[src/inc/sarmc_pkg.sv]
`default_nettype none
package sarmc_pkg;
  // converter resolution and sar trial seed
  localparam int          RES_W      = 14;
  localparam logic [13:0] TRIAL_INIT = 14'h2000;
  localparam logic [3:0]  MSB_IDX    = 4'hd;
  localparam logic [3:0]  LSB_IDX    = 4'h0;

  // clock and throughput figures
  localparam int CLK_PERIOD_NS = 10;
  localparam int WARP_KSPS     = 1000;
  localparam int NORMAL_KSPS   = 800;
  localparam int IMPULSE_KSPS  = 670;
  localparam int NS_PER_MS     = 1000000;

  // least cycles per conversion period, rounded up
  localparam int WARP_PER_CYC =
    (NS_PER_MS + WARP_KSPS * CLK_PERIOD_NS - 1) / (WARP_KSPS * CLK_PERIOD_NS);
  localparam int NORMAL_PER_CYC =
    (NS_PER_MS + NORMAL_KSPS * CLK_PERIOD_NS - 1) /
    (NORMAL_KSPS * CLK_PERIOD_NS);
  localparam int IMPULSE_PER_CYC =
    (NS_PER_MS + IMPULSE_KSPS * CLK_PERIOD_NS - 1) /
    (IMPULSE_KSPS * CLK_PERIOD_NS);

  // sar step: dac settle plus comparator synchroniser
  localparam int          STEP_CYC      = 4;
  localparam logic [2:0]  STEP_LAST     = 3'(STEP_CYC - 1);
  localparam int          CONV_CYC      = RES_W * STEP_CYC + 1;
  localparam int          ACQ_OVERHEAD  = 1; // edge that clears the timer
  localparam logic [7:0]  WARP_ACQ_CYC  =
    8'(WARP_PER_CYC - CONV_CYC - ACQ_OVERHEAD);
  localparam logic [7:0]  NORMAL_ACQ_CYC =
    8'(NORMAL_PER_CYC - CONV_CYC - ACQ_OVERHEAD);
  localparam logic [7:0]  IMPULSE_ACQ_CYC =
    8'(IMPULSE_PER_CYC - CONV_CYC - ACQ_OVERHEAD);

  // warp calibration staleness interval
  localparam int WARP_IDLE_MS  = 1;
  localparam int WARP_IDLE_CYC = WARP_IDLE_MS * NS_PER_MS / CLK_PERIOD_NS;

  // register port map (word index)
  localparam logic [1:0] REG_CFG    = 2'h0;
  localparam logic [1:0] REG_STATUS = 2'h1;
  localparam logic [1:0] REG_RESULT = 2'h2;

  // configuration field positions
  localparam int CFG_W      = 5;
  localparam int CFG_FAST   = 0;
  localparam int CFG_PSAVE  = 1;
  localparam int CFG_BIP    = 2;
  localparam int CFG_TEN    = 3;
  localparam int CFG_CODING = 4;
  localparam logic [4:0] CFG_RESET = 5'h10;

  // status field positions
  localparam int ST_BUSY  = 0;
  localparam int ST_PD    = 1;
  localparam int ST_STALE = 2;
  localparam int ST_MODE  = 3;
  localparam int ST_RANGE = 5;
  localparam int ST_COD   = 7;

  // synchroniser lane positions
  localparam int SY_W     = 8;
  localparam int SY_CNV   = 0;
  localparam int SY_FAST  = 1;
  localparam int SY_PSAVE = 2;
  localparam int SY_BIP   = 3;
  localparam int SY_TEN   = 4;
  localparam int SY_COD   = 5;
  localparam int SY_SWCFG = 6;
  localparam int SY_COMP  = 7;

  // operating mode codes on mode_o
  localparam logic [1:0] MODE_NORMAL  = 2'h0;
  localparam logic [1:0] MODE_WARP    = 2'h1;
  localparam logic [1:0] MODE_IMPULSE = 2'h2;
endpackage
`default_nettype wire

[src/logic/sarmc_sar.sv]
`timescale 1ns/1ps
`default_nettype none
module sarmc_sar (
  input  wire logic        clk_i,
  input  wire logic        nrst_i,
  input  wire logic        ce_i,
  input  wire logic        start_i,
  input  wire logic        comp_i,
  output logic             done_o,
  output logic [13:0]      code_o
);
  logic [3:0] idx_r;
  logic [2:0] step_r;
  logic       run_r;
  logic       step_end;

  assign step_end = run_r && (step_r == sarmc_pkg::STEP_LAST);

  // step timer and bit index, msb first
  always_ff @(posedge clk_i or negedge nrst_i) begin
    if (!nrst_i) begin
      idx_r  <= 4'h0;
      step_r <= 3'h0;
      run_r  <= 1'b0;
      done_o <= 1'b0;
    end else if (ce_i) begin
      done_o <= 1'b0;
      if (start_i) begin
        idx_r  <= sarmc_pkg::MSB_IDX;
        step_r <= 3'h0;
        run_r  <= 1'b1;
      end else if (run_r) begin
        step_r <= step_r + 3'h1;
        if (step_end) begin
          step_r <= 3'h0;
          if (idx_r == sarmc_pkg::LSB_IDX) begin
            run_r  <= 1'b0;
            done_o <= 1'b1;
          end else begin
            idx_r <= idx_r - 4'h1;
          end
        end
      end
    end
  end

  // per-bit trial: keep on comparator high, seed next lower bit
  // full-scale inputs walk to all ones or all zeros, saturating
  for (genvar i = 0; i < sarmc_pkg::RES_W; i++) begin : g_bit
    localparam logic [3:0] BIT_IDX   = 4'(i);
    localparam logic [3:0] BIT_ABOVE = 4'(i + 1);
    always_ff @(posedge clk_i or negedge nrst_i) begin
      if (!nrst_i) begin
        code_o[i] <= 1'b0;
      end else if (ce_i) begin
        if (start_i) begin
          code_o[i] <= sarmc_pkg::TRIAL_INIT[i];
        end else if (step_end && idx_r == BIT_IDX) begin
          code_o[i] <= comp_i;
        end else if (step_end && idx_r == BIT_ABOVE) begin
          code_o[i] <= 1'b1;
        end
      end
    end
  end
endmodule
`default_nettype wire

[src/logic/sarmc_ctrl.sv]
// Chosen here: the placing of the registers and the address-and-strobe port.
`timescale 1ns/1ps
`default_nettype none
module sarmc_ctrl #(
  parameter int WARP_IDLE_CYC = sarmc_pkg::WARP_IDLE_CYC
) (
  input  wire logic        clk_i,
  input  wire logic        nrst_i,
  input  wire logic        ce_i,
  input  wire logic        convert_start_n_i,
  input  wire logic        fast_mode_sel_i,
  input  wire logic        power_save_sel_i,
  input  wire logic        range_bipolar_i,
  input  wire logic        range_ten_i,
  input  wire logic        output_coding_select_i,
  input  wire logic        sw_config_en_i,
  input  wire logic        comp_i,
  input  wire logic [1:0]  reg_addr_i,
  input  wire logic [7:0]  reg_wdata_i,
  input  wire logic        reg_wr_i,
  input  wire logic        reg_rd_i,
  output logic [15:0]      reg_rdata_o,
  output logic             busy_o,
  output logic [13:0]      result_o,
  output logic [13:0]      trial_o,
  output logic             power_down_o,
  output logic             warp_stale_o,
  output logic [1:0]       mode_o,
  output logic [1:0]       range_o
);
  typedef enum logic {SARMC_ACQ, SARMC_CONV} sarmc_state_t;

  localparam int CONV_LAT = sarmc_pkg::CONV_CYC;

  sarmc_state_t                    state_r;
  logic [sarmc_pkg::SY_W-1:0]      sync1_r;
  logic [sarmc_pkg::SY_W-1:0]      sync2_r;
  logic                            cnv_prev_r;
  logic [sarmc_pkg::CFG_W-1:0]     cfg_r;
  logic [sarmc_pkg::CFG_W-1:0]     cfg_eff;
  logic [sarmc_pkg::CFG_W-1:0]     cfg_act_r;
  logic [7:0]                      acq_cnt_r;
  logic [7:0]                      acq_need;
  logic [1:0]                      mode_act;
  logic [16:0]                     idle_cnt_r;
  logic                            cnv_fall;
  logic                            acq_done;
  logic                            start;
  logic                            sar_done;
  logic [13:0]                     sar_code;

  // two-flop synchronisers for every pin and the comparator
  always_ff @(posedge clk_i or negedge nrst_i) begin
    if (!nrst_i) begin
      sync1_r    <= 8'hff;
      sync2_r    <= 8'hff;
      cnv_prev_r <= 1'b1;
    end else if (ce_i) begin
      sync1_r    <= {comp_i, sw_config_en_i, output_coding_select_i,
                     range_ten_i, range_bipolar_i, power_save_sel_i,
                     fast_mode_sel_i, convert_start_n_i};
      sync2_r    <= sync1_r;
      cnv_prev_r <= sync2_r[sarmc_pkg::SY_CNV];
    end
  end

  // falling edge of the start pin
  assign cnv_fall = cnv_prev_r && !sync2_r[sarmc_pkg::SY_CNV];

  // pin or register source for range, mode and coding
  always_comb begin
    if (sync2_r[sarmc_pkg::SY_SWCFG]) begin
      cfg_eff = cfg_r;
    end else begin
      cfg_eff = {sync2_r[sarmc_pkg::SY_COD], sync2_r[sarmc_pkg::SY_TEN],
                 sync2_r[sarmc_pkg::SY_BIP], sync2_r[sarmc_pkg::SY_PSAVE],
                 sync2_r[sarmc_pkg::SY_FAST]};
    end
  end

  // mode decode from active selects
  always_comb begin
    case ({cfg_act_r[sarmc_pkg::CFG_FAST], cfg_act_r[sarmc_pkg::CFG_PSAVE]})
      2'b10:   mode_act = sarmc_pkg::MODE_WARP;
      2'b01:   mode_act = sarmc_pkg::MODE_IMPULSE;
      default: mode_act = sarmc_pkg::MODE_NORMAL;
    endcase
  end

  // acquisition length sets the throughput ceiling per mode
  always_comb begin
    case (mode_act)
      sarmc_pkg::MODE_WARP:    acq_need = sarmc_pkg::WARP_ACQ_CYC;
      sarmc_pkg::MODE_IMPULSE: acq_need = sarmc_pkg::IMPULSE_ACQ_CYC;
      default:                 acq_need = sarmc_pkg::NORMAL_ACQ_CYC;
    endcase
  end

  // a pending configuration change restarts acquisition first
  assign acq_done = (acq_cnt_r >= acq_need) && (cfg_eff == cfg_act_r);
  assign start    = (state_r == SARMC_ACQ) && cnv_fall && acq_done;

  // acquire / convert sequencing
  always_ff @(posedge clk_i or negedge nrst_i) begin
    if (!nrst_i) begin
      state_r <= SARMC_ACQ;
    end else if (ce_i) begin
      case (state_r)
        SARMC_ACQ: begin
          if (start) begin
            state_r <= SARMC_CONV;
          end
        end
        SARMC_CONV: begin
          if (sar_done) begin
            state_r <= SARMC_ACQ;
          end
        end
        default: state_r <= SARMC_ACQ;
      endcase
    end
  end

  // acquisition timer, restarted by any configuration change
  always_ff @(posedge clk_i or negedge nrst_i) begin
    if (!nrst_i) begin
      acq_cnt_r <= 8'h0;
      cfg_act_r <= sarmc_pkg::CFG_RESET;
    end else if (ce_i) begin
      if (state_r != SARMC_ACQ) begin
        acq_cnt_r <= 8'h0;
      end else if (cfg_eff != cfg_act_r) begin
        acq_cnt_r <= 8'h0;
        cfg_act_r <= cfg_eff;
      end else if (!acq_done) begin
        acq_cnt_r <= acq_cnt_r + 8'h1;
      end
    end
  end

  // successive approximation engine
  sarmc_sar u_sar (
    .clk_i   (clk_i),
    .nrst_i  (nrst_i),
    .ce_i    (ce_i),
    .start_i (start),
    .comp_i  (sync2_r[sarmc_pkg::SY_COMP]),
    .done_o  (sar_done),
    .code_o  (sar_code)
  );

  assign trial_o = sar_code;

  // busy, result and power-down at conversion end
  always_ff @(posedge clk_i or negedge nrst_i) begin
    if (!nrst_i) begin
      busy_o       <= 1'b0;
      result_o     <= 14'h0;
      power_down_o <= 1'b0;
    end else if (ce_i) begin
      if (start) begin
        busy_o       <= 1'b1;
        power_down_o <= 1'b0;
      end else if (sar_done) begin
        busy_o <= 1'b0;
        if (cfg_act_r[sarmc_pkg::CFG_CODING]) begin
          result_o <= sar_code;
        end else begin
          result_o <= {~sar_code[13], sar_code[12:0]};
        end
        power_down_o <= (mode_act == sarmc_pkg::MODE_IMPULSE);
      end else if (mode_act != sarmc_pkg::MODE_IMPULSE) begin
        power_down_o <= 1'b0;
      end
    end
  end

  // active mode and range, for the analog front end
  always_ff @(posedge clk_i or negedge nrst_i) begin
    if (!nrst_i) begin
      mode_o  <= sarmc_pkg::MODE_NORMAL;
      range_o <= 2'h0;
    end else if (ce_i) begin
      mode_o  <= mode_act;
      range_o <= {cfg_act_r[sarmc_pkg::CFG_BIP],
                  cfg_act_r[sarmc_pkg::CFG_TEN]};
    end
  end

  // idle timer since last start; flags stale warp calibration
  always_ff @(posedge clk_i or negedge nrst_i) begin
    if (!nrst_i) begin
      idle_cnt_r   <= 17'h0;
      warp_stale_o <= 1'b0;
    end else if (ce_i) begin
      if (start) begin
        idle_cnt_r <= 17'h0;
      end else if (idle_cnt_r < 17'(WARP_IDLE_CYC)) begin
        idle_cnt_r <= idle_cnt_r + 17'h1;
      end
      if (start) begin
        warp_stale_o <= 1'b0;
      end else if (idle_cnt_r >= 17'(WARP_IDLE_CYC)) begin
        warp_stale_o <= (mode_act == sarmc_pkg::MODE_WARP);
      end
    end
  end

  // software configuration register
  always_ff @(posedge clk_i or negedge nrst_i) begin
    if (!nrst_i) begin
      cfg_r <= sarmc_pkg::CFG_RESET;
    end else if (ce_i && reg_wr_i && reg_addr_i == sarmc_pkg::REG_CFG) begin
      cfg_r <= reg_wdata_i[sarmc_pkg::CFG_W-1:0];
    end
  end

  // read data, one cycle after the strobe
  always_ff @(posedge clk_i or negedge nrst_i) begin
    if (!nrst_i) begin
      reg_rdata_o <= 16'h0;
    end else if (ce_i) begin
      reg_rdata_o <= 16'h0;
      if (reg_rd_i) begin
        case (reg_addr_i)
          sarmc_pkg::REG_CFG: begin
            reg_rdata_o[sarmc_pkg::CFG_W-1:0] <= cfg_r;
          end
          sarmc_pkg::REG_STATUS: begin
            reg_rdata_o[sarmc_pkg::ST_BUSY]  <= busy_o;
            reg_rdata_o[sarmc_pkg::ST_PD]    <= power_down_o;
            reg_rdata_o[sarmc_pkg::ST_STALE] <= warp_stale_o;
            reg_rdata_o[sarmc_pkg::ST_MODE +: 2]  <= mode_o;
            reg_rdata_o[sarmc_pkg::ST_RANGE +: 2] <= range_o;
            reg_rdata_o[sarmc_pkg::ST_COD] <=
              cfg_act_r[sarmc_pkg::CFG_CODING];
          end
          sarmc_pkg::REG_RESULT: begin
            reg_rdata_o[13:0] <= result_o;
          end
          default: reg_rdata_o <= 16'h0;
        endcase
      end
    end
  end
endmodule
`default_nettype wire

[config.mk]
export PLATFORM = sky130hd
export DESIGN_NAME = sarmc_ctrl
export DESIGN_NICKNAME = d
export VERILOG_FILES = /design/src/inc/sarmc_pkg.sv /design/src/logic/sarmc_sar.sv /design/src/logic/sarmc_ctrl.sv
export SDC_FILE = /design/constraint.sdc
export NUM_CORES = 1
export LEC_CHECK = 0
export ABC_CLOCK_PERIOD_IN_PS = 2940
export BUFFER_PORTS_ARGS = -buffer_cell sky130_fd_sc_hd__buf_2
export CAP_MARGIN = 20
export CORE_UTILIZATION = 28
export CTS_CLUSTER_DIAMETER = 150
export DETAILED_ROUTE_END_ITERATION = 10
export PLACE_DENSITY_LB_ADDON = 0.3
export SLEW_MARGIN = 40
export SYNTH_ARGS = -nofsm -noshare
export SYNTH_HDL_FRONTEND = slang
export SYNTH_SLANG_ARGS = --single-unit
export TNS_END_PERCENT = 5
[constraint.sdc]
create_clock -name clk_i -period 2.94 [get_ports clk_i]
set_clock_uncertainty 0.15 [all_clocks]
set_input_delay 0.882 -clock clk_i [delete_from_list [all_inputs] [get_ports clk_i]]
set_output_delay 0.882 -clock clk_i [all_outputs]
set_load 0.01 [all_outputs]
======== Word level (Yosys, flattened, before mapping) ========
Index checks and enable logic that the tools add are counted.
storage, ports and cells
  bits in registers ....................... 113
  output and inout port bits .............. 51
cells by class
  add/subtract/negate cells ............... 4
  magnitude comparators ................... 3
  eq/ne operators ......................... 26
  multiplexer cells ....................... 80
  bitwise logic cells ..................... 3
  reductions and logical operators ........ 68
operator list
  cell                   count
  $mux 1                 59
  $reduce_bool 3->1      15
  $reduce_and 2->1       20
  $mux 17                2
  $eq 4x4->1 const B     7
  $mux 14                2
  $mux 8                 3
  $logic_and 1x1->1      22
  $add 17x1->17 const B  1
  $ge 17x17->1 const B   1
  $lt 17x17->1 const B   1
  $eq 4x3->1 const B     4
  $mux 4                 4
  $pmux 5 s3             1
  $pmux 7 s2             1
  $reduce_bool 2->1      5
  $mux 3                 3
  $add 8x1->8 const B    1
  $eq 4x2->1 const B     2
  $ge 8x8->1             1
  $eq 2x1->1 const B     3
  $eq 2x2->1 const B     3
  $mux 6                 1
  $pmux 3 s2             1
  17 further kinds       21

======== Longest topological paths before layout ========
Gate-level depths: netlist of run 1.
  depth in word-level cells ............... 9
  gate-level depth with buffers ........... 12
  depth with buffers taken out ............ 10

======== Modules after synthesis ========
From an unflattened synthesis of run 1, not the netlist that was laid out.
unflattened totals
  cells, all modules ...................... 554
  area total of the unflattened synthesis .. 5,785.5 µm²
by module, submodules not included
  module      instances  cells an instance  area each (µm²)
  sarmc_ctrl  1          400                4,352.9
  sarmc_sar   1          154                1,432.6

======== Worst setup path before layout of run 1 ========
OpenSTA, ideal clock, no wires.
  path type ............................... flip-flop to flip-flop
  start point ............................. register cfg_act_r[0] (netlist bit)
  end point ............................... register result_o[10]
  arrival time ............................ 2.568 ns
  required time ........................... 2.665 ns
  slack ................................... 0.097 ns
  cell stages (with the launch flop) ...... 12
  path buffers ............................ 2
  period minus slack after synthesis ...... 2.843 ns
  cells stage by stage .................... dfrtp_1 -> inv_1 -> ha_1 -> ha_1 -> nand2b_1 -> a31oi_1 -> o21ai_0 -> and4_1 -> buf_4 -> nor2_4 -> buf_6 -> mux2_4
on the way
  longest elaborated chain between the ends .. 9
ends and longest elaborated chain
  what                                      RTL line           text
  from (decl)                               sarmc_ctrl.sv:41   logic [sarmc_pkg::CFG_W-1:0] cfg_act_r;
  from (signal assigned)                    sarmc_ctrl.sv:128  cfg_act_r <= sarmc_pkg::CFG_RESET;
  from (signal assigned)                    sarmc_ctrl.sv:134  cfg_act_r <= cfg_eff;
  $eq 2x1->1 or $eq 2x2->1 (tied branches)  sarmc_ctrl.sv:83   case ({cfg_act_r[sarmc_pkg::CFG_FAST], cfg_act_r[sarmc_pkg::CFG_PSAVE]})
  $pmux 2 s2                                sarmc_ctrl.sv:83
  $eq 2x2->1 or $eq 2x1->1 (tied branches)  sarmc_ctrl.sv:92   case (mode_act)
  $pmux 7 s2                                sarmc_ctrl.sv:92
  $ge 8x8->1                                sarmc_ctrl.sv:100  assign acq_done = (acq_cnt_r >= acq_need) && (cfg_eff == cfg_act_r);
  $logic_and 1x1->1 (*)                     sarmc_ctrl.sv:100
  $logic_and 1x1->1 (*)                     sarmc_ctrl.sv:101  assign start = (state_r == SARMC_ACQ) && cnv_fall && acq_done;
  $not 1->1 (no source line) (*)            --
  $reduce_and 3->1 (no source line) (*)     --
  to (signal assigned)                      sarmc_ctrl.sv:167  result_o <= sar_code;
  to (signal assigned)                      sarmc_ctrl.sv:169  result_o <= {~sar_code[13], sar_code[12:0]};
  to (decl)                                 sarmc_ctrl.sv:24   output logic [13:0] result_o,
Mark *: on every way between the ends. The rest lies on a longest branch, timed or not.
A chain may end at the register's enable or synchronous reset.

======== Worst setup path after layout of run 1 ========
  start point ............................. register cfg_act_r[0] (netlist bit)
  end point ............................... register result_o[1]
The elaborated chain is that of the path after synthesis.

==> flow_metrics.env, run 1 <==
export IMPL_ios=74
export IMPL_cts_tree="yes"
export IMPL_gp_congestion=0.888
export IMPL_status="completed"
export IMPL_wl_met2_um=6370
export IMPL_drtIter0Drc=193
export IMPL_slowest_stage="dfrtp_1"
export IMPL_grt_use_total_pct=13.9
export IMPL_ir_worst_vdd_v=0.000233
export IMPL_cts_sinks=111
export IMPL_wire_per_inst_um=15.6
export IMPL_nNetsFinal=626
export IMPL_hold_ws_ps=331
export IMPL_rsz0062_at_grt="false"
export IMPL_cp_required_ps=3030
export IMPL_cp_max_fo=14
export IMPL_final_util_pct=34.0
export IMPL_grt_overflow=0
export IMPL_drv_slew=0
export IMPL_fillers=1931
export IMPL_coreArea_um2=19500
export IMPL_cp_common_cell="ha_1"
export IMPL_synth_seq_cells=111
export IMPL_grt_pass1_vias=4075
export IMPL_grt_antenna_before_repair=1
export IMPL_synth_cell_type_count=64
export IMPL_post_route_min_period_ps=2770
export IMPL_wl_met1_um=5940
export IMPL_cts_max_level=3
export IMPL_cts_reportedPaths_clkPinSlew_ps=70
export IMPL_ys_warn_count=0
export IMPL_initial_utilization_pct=28.5
export IMPL_dr_pass1_iters=5
export IMPL_startpoint_type="flop"
export IMPL_syn_to_final_growth_pct=19.2
export IMPL_postSynthCellCount=505
export IMPL_dpl_cell_area_um2=6310
export IMPL_vias=4170
export IMPL_clk_latency_ps=360
export IMPL_final_common_cell="dfrtp_1"
export IMPL_routed_top_layer="met5"
export IMPL_cts_root_buf="clkbuf_16"
export IMPL_avgSynthCellArea_um2=11.0
export IMPL_critPathMaxStageDelay_ps=400
export IMPL_drv_cap=0
export IMPL_route_detailed_drc=0
export IMPL_seq_area_frac_synth_pct=50.4
export IMPL_wl_met3_um=690
export IMPL_instances_no_fill=849
export IMPL_num_antenna_cells=0
export IMPL_grt_pass1_wl_um=21800
export IMPL_leakage_uw=0.00300
export IMPL_dpl_hpwl_um=9580
export IMPL_crit_chain="inv_1, ha_1, ha_1, nand2b_1, a31oi_2, o21ai_1, and4_2, nor2_4, buf_12, mux2_2"
export IMPL_tightest_slew_ps=650
export IMPL_finalSetupTns_ps=0
export IMPL_viasPerCell=4.91
export IMPL_synth_edf_count=0
export IMPL_cts_setup_buffers=0
export IMPL_drive_gt1_share_pct=30.5
export IMPL_final_setup_viol_count=0
export IMPL_grt_max_degree=47
export IMPL_synthArstFlopShare_pct=100
export IMPL_critical_path_class="flop to flop"
export IMPL_power_density_nw_per_um2=566
export IMPL_fp_row_count=51
export IMPL_die_w_um=143
export IMPL_setup_worst_path_end_class="flop"
export IMPL_fin_area_um2=6620
export IMPL_worst_endpoint_arrival_ps=2860
export IMPL_hold_path_class="flop to flop"
export IMPL_cts_hold_buffers=0
export IMPL_fmax_mhz=361
export IMPL_final_cell_mix="92 x dfrtp_1, 67 x buf_2, 42 x nand2_1"
export IMPL_io_buffers=68
export IMPL_period_share_pct=94.1
export IMPL_cts_buffers=9
export IMPL_dieHeight_um=143
export IMPL_drt_total_wl_um=13200
export IMPL_numPlacedInstances=833
export IMPL_hold_viol_final=0
export IMPL_slew_headroom_pct=56.7
export IMPL_cts_buffer_depth=2
export IMPL_syn_area_um2=5550
export IMPL_synthFlopType="dfrtp_1"
export IMPL_dieArea_um2=20400
export IMPL_final_antenna_net_count=0
state kept, by name, summed over array words and instances, names as in the netlist, 8 cells and up:
name,count
idle_cnt_r,17
sync1_r,8
result_o,14
u_sar.code_o,14
sync2_r,8
reg_rdata_o,14
acq_cnt_r,8
worst paths after layout:
check	slack (ps)	end	cells past startpoint	startpoint
max in group asynchronous	1560	sync2_r[6]	2	nrst_i
max	170	result_o[1]	10	cfg_act_r[0]
min in group asynchronous	400	cfg_r[3]	1	nrst_i
min	330	reg_rdata_o[9]	1	reg_rdata_o[9]
max reg2reg	170	result_o[1]	10	cfg_act_r[0]
min reg2reg	330	reg_rdata_o[9]	1	reg_rdata_o[9]
per-layer routing:
metal  global-route usage, %  vias up
li1                        -     1975
met1                    18.2     2057
met2                    22.3      118
met3                    2.95       18
met4                    5.49        2
met5                       0        -
power by group:
group	internal, uW	total (uW)	switching [uW]
registers	1700	1870	164
logic	287	620	333
clock network	672	1260	588
total	2660	3750	1090
cell type report:
cell class	count	area, um^2	share of cell area, %
Clock inverter	7	80.1	1.21
Clock buffer	9	225	3.40
Tap cell	265	332	5.01
Sequential cell	111	2800	42.3
Timing Repair Buffer	87	548	8.28
Multi-Input combinational cell	355	2580	39.0
Inverter	15	56.3	0.850
cell families after synthesis:
kind of cell / after synthesis / synth area share [%]
buf+inv: 40 / 3.31
xor+xnor: 19 / 3.00
simple gates: 156 / 13.7
fa+ha+maj: 24 / 5.41
flops: 111 / 50.4
mux: 47 / 10.1
compound gates: 107 / 14.0
other cells: 1 / 0.0675
cell usage after synthesis (2+ instances only):
library cell / count / share of area [%]
xor2_1: 4 / 0.63
o21a_1: 3 / 0.41
a41oi_1: 2 / 0.32
a211oi_1: 2 / 0.27
nand2_1: 42 / 2.8
a21oi_1: 27 / 2.4
a22oi_1: 5 / 0.68
xnor2_1: 15 / 2.4
buf_6: 2 / 0.41
and4_1: 3 / 0.47
a222oi_1: 5 / 0.90
ha_1: 24 / 5.4
nor4_1: 2 / 0.23
dfstp_2: 19 / 9.0
clkbuf_1: 12 / 0.81
nor2_1: 41 / 2.8
o21ai_0: 10 / 0.90
a32oi_1: 2 / 0.32
a22o_1: 4 / 0.63
o211ai_1: 2 / 0.27
nor4b_1: 2 / 0.32
mux2_4: 10 / 2.7
buf_1: 4 / 0.27
mux2i_1: 5 / 0.90
a2bb2oi_1: 2 / 0.32
and3_1: 5 / 0.56
mux2_2: 31 / 6.3
buf_2: 3 / 0.27
nand4_1: 6 / 0.68
o32ai_1: 3 / 0.47
a31oi_1: 9 / 1.0
and2_1: 2 / 0.23
buf_4: 4 / 0.54
dfrtp_1: 92 / 41
o32a_1: 2 / 0.36
nor3_1: 17 / 1.5
o2bb2ai_1: 15 / 2.4
a21o_1: 3 / 0.41
or3_1: 2 / 0.23
a32o_1: 2 / 0.36
inv_1: 14 / 0.95
nand3_1: 22 / 2.0
nor2b_1: 2 / 0.23
or2_2: 2 / 0.23
through the flow:
| step | worst slack [ps] | total power [uW] |
|---|---|---|
| after detailed placement | 78.0 | 2510 |
| after global routing | 15.6 | 3960 |
| after CTS | 44.4 | 3800 |
| final | 172 | 3750 |
| after global placement | 122 | 2490 |
| after floorplan | 96.6 | 2290 |
what timing repair did:
action | in CTS | in global routing
setup endpoints to repair | 0 | 24
resized for setup | 0 | 3
hold endpoints to repair | 0 | 0
worst max-delay path, delay by kind of cell (launching register included):
kind,cells,cell delay (ps)
AOI/OAI and AO/OA,2,330
muxes,1,330
DFF,1,400
and+or+nand+nor,3,580
buffers and inverters,2,240
adders and majority gates,2,620
(Power assumes the default switching activity.)
==> run 2: changes to the inputs <==
SYNTH_HIERARCHICAL = 1   (was not set)
==> flow_metrics.env, run 2 <==
export IMPL_cts_buffer_depth=2
export IMPL_synth_common_cells="92 x dfrtp_1, 44 x nand2_1, 37 x inv_1"
export IMPL_rsz0062_at_grt="true"
export IMPL_synth_area_leaders="dfrtp_1 40%, dfstp_2 8.6%, mux2_2 6.4%, ha_1 5.0%, nand2_1 2.9%"
export IMPL_post_route_min_period_ps=2820
export IMPL_path_delay_family="buffers and inverters"
export IMPL_routed_top_layer="met4"
export IMPL_r2r_start="cfg_act_r[0]"
export IMPL_cp_required_ps=3040
export IMPL_cts_root_buf="clkbuf_16"
export IMPL_grt_antenna_before_repair=0
export IMPL_io_buffers=68
export IMPL_drv_cap=0
export IMPL_grt_pass1_vias=4511
export IMPL_cts_buffers=9
export IMPL_synthArstFlopShare_pct=100
export IMPL_critPathMaxStageDelay_ps=380
export IMPL_worst_path_buf_inv=4
export IMPL_fp_row_count=52
export IMPL_synth_edf_count=0
export IMPL_ir_worst_vdd_v=0.000235
export IMPL_power_density_nw_per_um2=544
export IMPL_r2r_end="u_sar/code_o[10]"
export IMPL_synth_seq_cells=111
export IMPL_cts_hold_buffers=0
export IMPL_power_uw=3710
export IMPL_gp_congestion=0.841
export IMPL_multi_input_area_um2=2720
export IMPL_cts_max_level=3
export IMPL_wl_met2_um=7480
export IMPL_yosysMostFrequentCell="dfrtp_1"
export IMPL_period_share_pct=96.0
export IMPL_status="completed"
export IMPL_largest_reg_flops=17
export IMPL_final_common_cell="dfrtp_1"
export IMPL_syn_to_final_growth_pct=17.9
export IMPL_clk_latency_ps=360
export IMPL_hold_path_class="flop to flop"
export IMPL_fmax_mhz=354
export IMPL_synthFlopType="dfrtp_1"
export IMPL_reg2reg_depth=12
export IMPL_final_setup_viol_count=0
export IMPL_route_detailed_drc=0
export IMPL_grt_pass1_wl_um=24800
export IMPL_seq_area_frac_synth_pct=48.4
export IMPL_fin_area_um2=6820
export IMPL_initial_utilization_pct=28.6
export IMPL_drive_gt1_share_pct=26.6
export IMPL_nNetsFinal=672
export IMPL_tightest_slew_ps=684
export IMPL_postSynthCellCount=554
export IMPL_ys_warn_count=6
export IMPL_coreArea_um2=20200
export IMPL_cp_max_fo=8
export IMPL_dr_pass1_iters=5
export IMPL_leakage_uw=0.00307
export IMPL_syn_area_um2=5790
export IMPL_num_antenna_cells=0
export IMPL_critical_path_class="flop to flop"
export IMPL_ff_latch_area_um2=2800
export IMPL_final_util_pct=33.7
export IMPL_dpl_cell_area_um2=6510
export IMPL_min_to="idle_cnt_r[16]"
export IMPL_grt_use_total_pct=14.8
export IMPL_ios=74
export IMPL_cts_sinks=111
export IMPL_die_w_um=146
export IMPL_startpoint_type="flop"
export IMPL_worst_endpoint_arrival_ps=2920
export IMPL_slew_headroom_pct=54.4
export IMPL_wl_met1_um=6780
export IMPL_final_antenna_net_count=0
export IMPL_dieArea_um2=21200
export IMPL_hold_viol_final=0
export IMPL_cts_reportedPaths_clkPinSlew_ps=70
export IMPL_synth_cell_type_count=63
export IMPL_dieHeight_um=146
export IMPL_avgSynthCellArea_um2=10.4
export IMPL_grt_overflow=0
export IMPL_dpl_hpwl_um=11200
export IMPL_crit_chain="buf_4, ha_1, inv_1, ha_1, nand4_1, and3_1, o21ai_1, nand4_1, inv_2, buf_4, o211ai_1, o221a_2"
export IMPL_reg2reg_slack_ps=120
export IMPL_holdPathStages=2
export IMPL_synth_area_leader_cell="dfrtp_1"
export IMPL_wl_met3_um=524
export IMPL_drv_slew=0
export IMPL_final_cell_mix="92 x dfrtp_1, 67 x buf_2, 44 x nand2_1"
export IMPL_viasPerCell=5.03
export IMPL_cts_tree="yes"
export IMPL_synthDominantCellAreaShare_pct=39.8
export IMPL_drt_total_wl_um=15100
export IMPL_worstHoldStart="idle_cnt_r[16]"
export IMPL_setup_worst_path_end_class="flop"
export IMPL_top_register="idle_cnt_r"
export IMPL_drtIter0Drc=297
export IMPL_slowest_stage="dfrtp_1"
export IMPL_vias=4529
export IMPL_fillers=1985
export IMPL_wire_per_inst_um=16.7
export IMPL_grt_max_degree=52
run 2: worst register-to-register path: cells and delay by family (launching register included):
kind,cells,cell delay (ps)
buffers and inverters,4,610
AO/OA/AOI/OAI,3,540
adder cells (fa/ha/maj),2,470
flip-flops,1,380
AND/OR/NAND/NOR,3,560
run 2: layer usage:
layer  vias up  track usage [%]
li1       2152                -
met1      2257             19.1
met2       100             24.7
met3        20             2.19
met4         0             6.11
met5         -                0
run 2: final cells by class:
class | instances | share of cell area, %
clock buffer | 10 | 3.36
tap | 270 | 4.95
inverter | 39 | 2.15
timing repair buffer | 89 | 7.76
clock inverter | 6 | 0.899
multi-input combinational | 376 | 39.8
sequential | 111 | 41.1
run 2: worst max path at each step:
stage / from / slack, ps / to / cells after the start
after CTS: cfg_act_r[0] / 20 / u_sar/code_o[10] / 11
after global routing: cfg_act_r[0] / -70 / u_sar/code_o[9] / 12
after detailed placement: cfg_act_r[0] / 50 / u_sar/code_o[10] / 11
after floorplan: cfg_act_r[0] / 130 / u_sar/code_o[6] / 12
final: cfg_act_r[0] / 120 / u_sar/code_o[10] / 12
after global placement: cfg_act_r[0] / 40 / u_sar/code_o[10] / 11
run 2: power by group:
part / internal (uW) / switching [uW] / leakage (uW)
Combinational: 298 / 367 / 0.00154
Clock: 659 / 561 / 0.000142
Sequential: 1690 / 137 / 0.00139
run 2: cell families (layout without fill, tap and decap cells):
logic type               count (synthesis)  count (layout)  share of synthesized area, %
AND/OR/NAND/NOR                        178             178                          16.7
flip-flops                             111             111                          48.4
AO/OA/AOI/OAI                          108             108                          13.0
buffers and inverters                   68             144                          5.06
multiplexers                            49              49                          9.41
adder cells (fa/ha/maj)                 23              23                          4.97
XOR/XNOR                                16              16                          2.42
other                                    1               2                        0.0648
run 2: per-stage QoR:
stage / hold WS, ps / setup TNS, ps / cells / setup slack [ps]
4_1_cts: 370 / 0 / 901 / 22.0
3_5_place_dp: 353 / 0 / 885 / 50.3
3_3_place_gp: 337 / 0 / 885 / 40.9
2_1_floorplan: 314 / 0 / 555 / 127
5_1_grt: 397 / -350 / 901 / -65.1
6_report: 371 / 0 / 901 / 119
run 2: repair_timing:
action,4_1_cts,5_1_grt
setup buffers,0,0
endpoints found under the setup margin,0,32
gates resized for setup,0,7
==> run 3: changes to the inputs <==
CORE_MARGIN = 2   (was not set)
CORE_UTILIZATION = 53   (was 28)
==> flow_metrics.env, run 3 (synthesis results as in run 2) <==
export IMPL_status="completed"
export IMPL_cp_common_cell="ha_1"
export IMPL_nNetsFinal=666
export IMPL_drv_cap=0
export IMPL_dieArea_um2=11800
export IMPL_combPwrFrac_pct=18.9
export IMPL_final_antenna_net_count=0
export IMPL_grt_antenna_before_repair=0
export IMPL_period_share_pct=95.9
export IMPL_cts_tree="yes"
export IMPL_ios=74
export IMPL_cts_hold_buffers=0
export IMPL_hold_viol_final=0
export IMPL_final_setup_viol_count=0
export IMPL_fillers=948
export IMPL_ir_worst_vdd_v=0.000373
export IMPL_top_register="idle_cnt_r"
export IMPL_startpoint_type="flop"
export IMPL_cts_root_buf="clkbuf_8"
export IMPL_grt_use_total_pct=24.3
export IMPL_hold_path_class="input port to asynchronous set/reset pin"
export IMPL_cts_max_level=3
export IMPL_path_delay_family="compound AO/OA/AOI/OAI gates"
export IMPL_drv_slew=0
export IMPL_grt_max_degree=62
export IMPL_rsz0062_at_grt="true"
export IMPL_power_uw=3490
export IMPL_tightest_slew_ps=552
export IMPL_final_common_cell="dfrtp_1"
export IMPL_fmax_mhz=355
export IMPL_coreArea_um2=10700
export IMPL_power_density_nw_per_um2=533
export IMPL_drt_total_wl_um=13600
export IMPL_critPathMaxStageDelay_ps=410
export IMPL_multi_input_area_um2=2730
export IMPL_p_sw_uw=1090
export IMPL_worst_path_buf_inv=3
export IMPL_route_detailed_drc=0
export IMPL_dieHeight_um=108
export IMPL_crit_chain="inv_1, ha_1, ha_1, a211oi_2, and3_1, o21ai_2, nand4_1, inv_2, nor2b_2, buf_4, a21oi_1, a311oi_1"
export IMPL_numPlacedInstances=747
export IMPL_dr_pass1_iters=4
export IMPL_wire_per_inst_um=17.8
export IMPL_critical_path_class="flop to flop"
export IMPL_post_route_min_period_ps=2820
export IMPL_num_antenna_cells=0
export IMPL_hold_ws_ps=266
export IMPL_cp_max_fo=5
export IMPL_grt_overflow=0
export IMPL_largest_reg_flops=17
export IMPL_slowest_stage="dfrtp_1"
export IMPL_drive_gt1_share_pct=27.0
export IMPL_drtIter0Drc=323
export IMPL_cts_reportedPaths_clkPinSlew_ps=120
export IMPL_cts_sinks=111
export IMPL_swShare_pct=31.1
export IMPL_instances_no_fill=765
export IMPL_grt_pass1_vias=4344
export IMPL_fp_row_count=38
export IMPL_die_w_um=108
export IMPL_setup_worst_path_end_class="flop"
export IMPL_vias=4510
export IMPL_gp_congestion=0.905
export IMPL_slew_headroom_pct=63.2
export IMPL_io_buffers=68
export IMPL_ff_latch_area_um2=2800
export IMPL_initial_utilization_pct=53.8
export IMPL_cts_buffers=9
export IMPL_p_int_uw=2400
export IMPL_clkPwrFrac_pct=28.8
export IMPL_leakage_uw=0.00301
export IMPL_cts_buffer_depth=2
export IMPL_sequentialPowerShare_pct=52.3
export IMPL_viasPerCell=5.90
export IMPL_final_util_pct=60.9
export IMPL_cp_required_ps=3090
export IMPL_grt_pass1_wl_um=22300
export IMPL_syn_to_final_growth_pct=13.1
export IMPL_clk_latency_ps=400
export IMPL_final_cell_mix="91 x dfrtp_1, 67 x buf_2, 44 x nand2_1"
export IMPL_dpl_hpwl_um=9780
export IMPL_worst_endpoint_arrival_ps=2970
## run 3: changes by cell type in the layout (fill, tap and decap cells not counted), sizes merged
cell / change
inv: +5
clkinvlp: -1
clkinv: -3
buf: -6
clkbuf: -1
## run 3: what timing repair did
action | 4_1_cts | 5_1_grt
endpoints found under the setup margin | 8 | 41
cloned | 0 | 0
buffers inserted | 0 | 2
gates resized for setup | 2 | 10
pin swaps | 0 | 2
## run 3: final cells by class
| cell class | instances | area share [%] |
|---|---|---|
| Clock buffer | 9 | 1.89 |
| Clock inverter | 7 | 1.32 |
| Inverter | 39 | 2.26 |
| Multi-Input combinational cell | 376 | 41.7 |
| Sequential cell | 111 | 42.8 |
| Tap cell | 140 | 2.68 |
| Timing Repair Buffer | 83 | 7.34 |
## run 3: metal layers
| metal | part of all wire (%) | track usage (%) |
|---|---|---|
| met1 | 45 | 33.9 |
| met2 | 49 | 38.1 |
| met3 | 4.4 | 5.24 |
| met4 | 1.3 | 7.51 |
| met5 | 0 | 0 |
## run 3: worst register-to-register path: cells and delay by family (launching register included)
kind | cells | cell delay, ps
adder cells (fa/ha/maj) | 2 | 550
AND/OR/NAND/NOR | 3 | 620
flip-flops | 1 | 410
buffers and inverters | 3 | 360
AO/OA/AOI/OAI | 4 | 630
## run 3: path summary, 6_finish.rpt
path                              start              end  slack, ps  cells past startpoint
max in group asynchronous        nrst_i       sync1_r[5]       1580                      2
min                              nrst_i        mode_o[0]        270                      1
max                        cfg_act_r[1]  u_sar/code_o[3]        120                     12
min in group clk_i         result_o[11]     result_o[11]        380                      1
min reg2reg                result_o[11]     result_o[11]        380                      1
max reg2reg                cfg_act_r[1]  u_sar/code_o[3]        120                     12
## run 3: power by group through the flow
stage / sequential (uW) / clock [uW] / combinational [uW]
2_1_floorplan: 1810 / 0 / 437
3_3_place_gp: 1840 / 0 / 605
3_5_place_dp: 1850 / 0 / 636
4_1_cts: 1820 / 1020 / 639
5_1_grt: 1840 / 1080 / 736
6_report: 1820 / 1000 / 659
## run 3: per-stage QoR
stage	cell area, um^2	setup WS (ps)	setup TNS, ps
floorplan	5790	127	0
global placement	6280	60.5	0
detailed placement	6280	-40.3	-63.2
CTS	6500	-0.999	-0.999
global route	6550	-6.32	-7.28
finish	6550	122	0
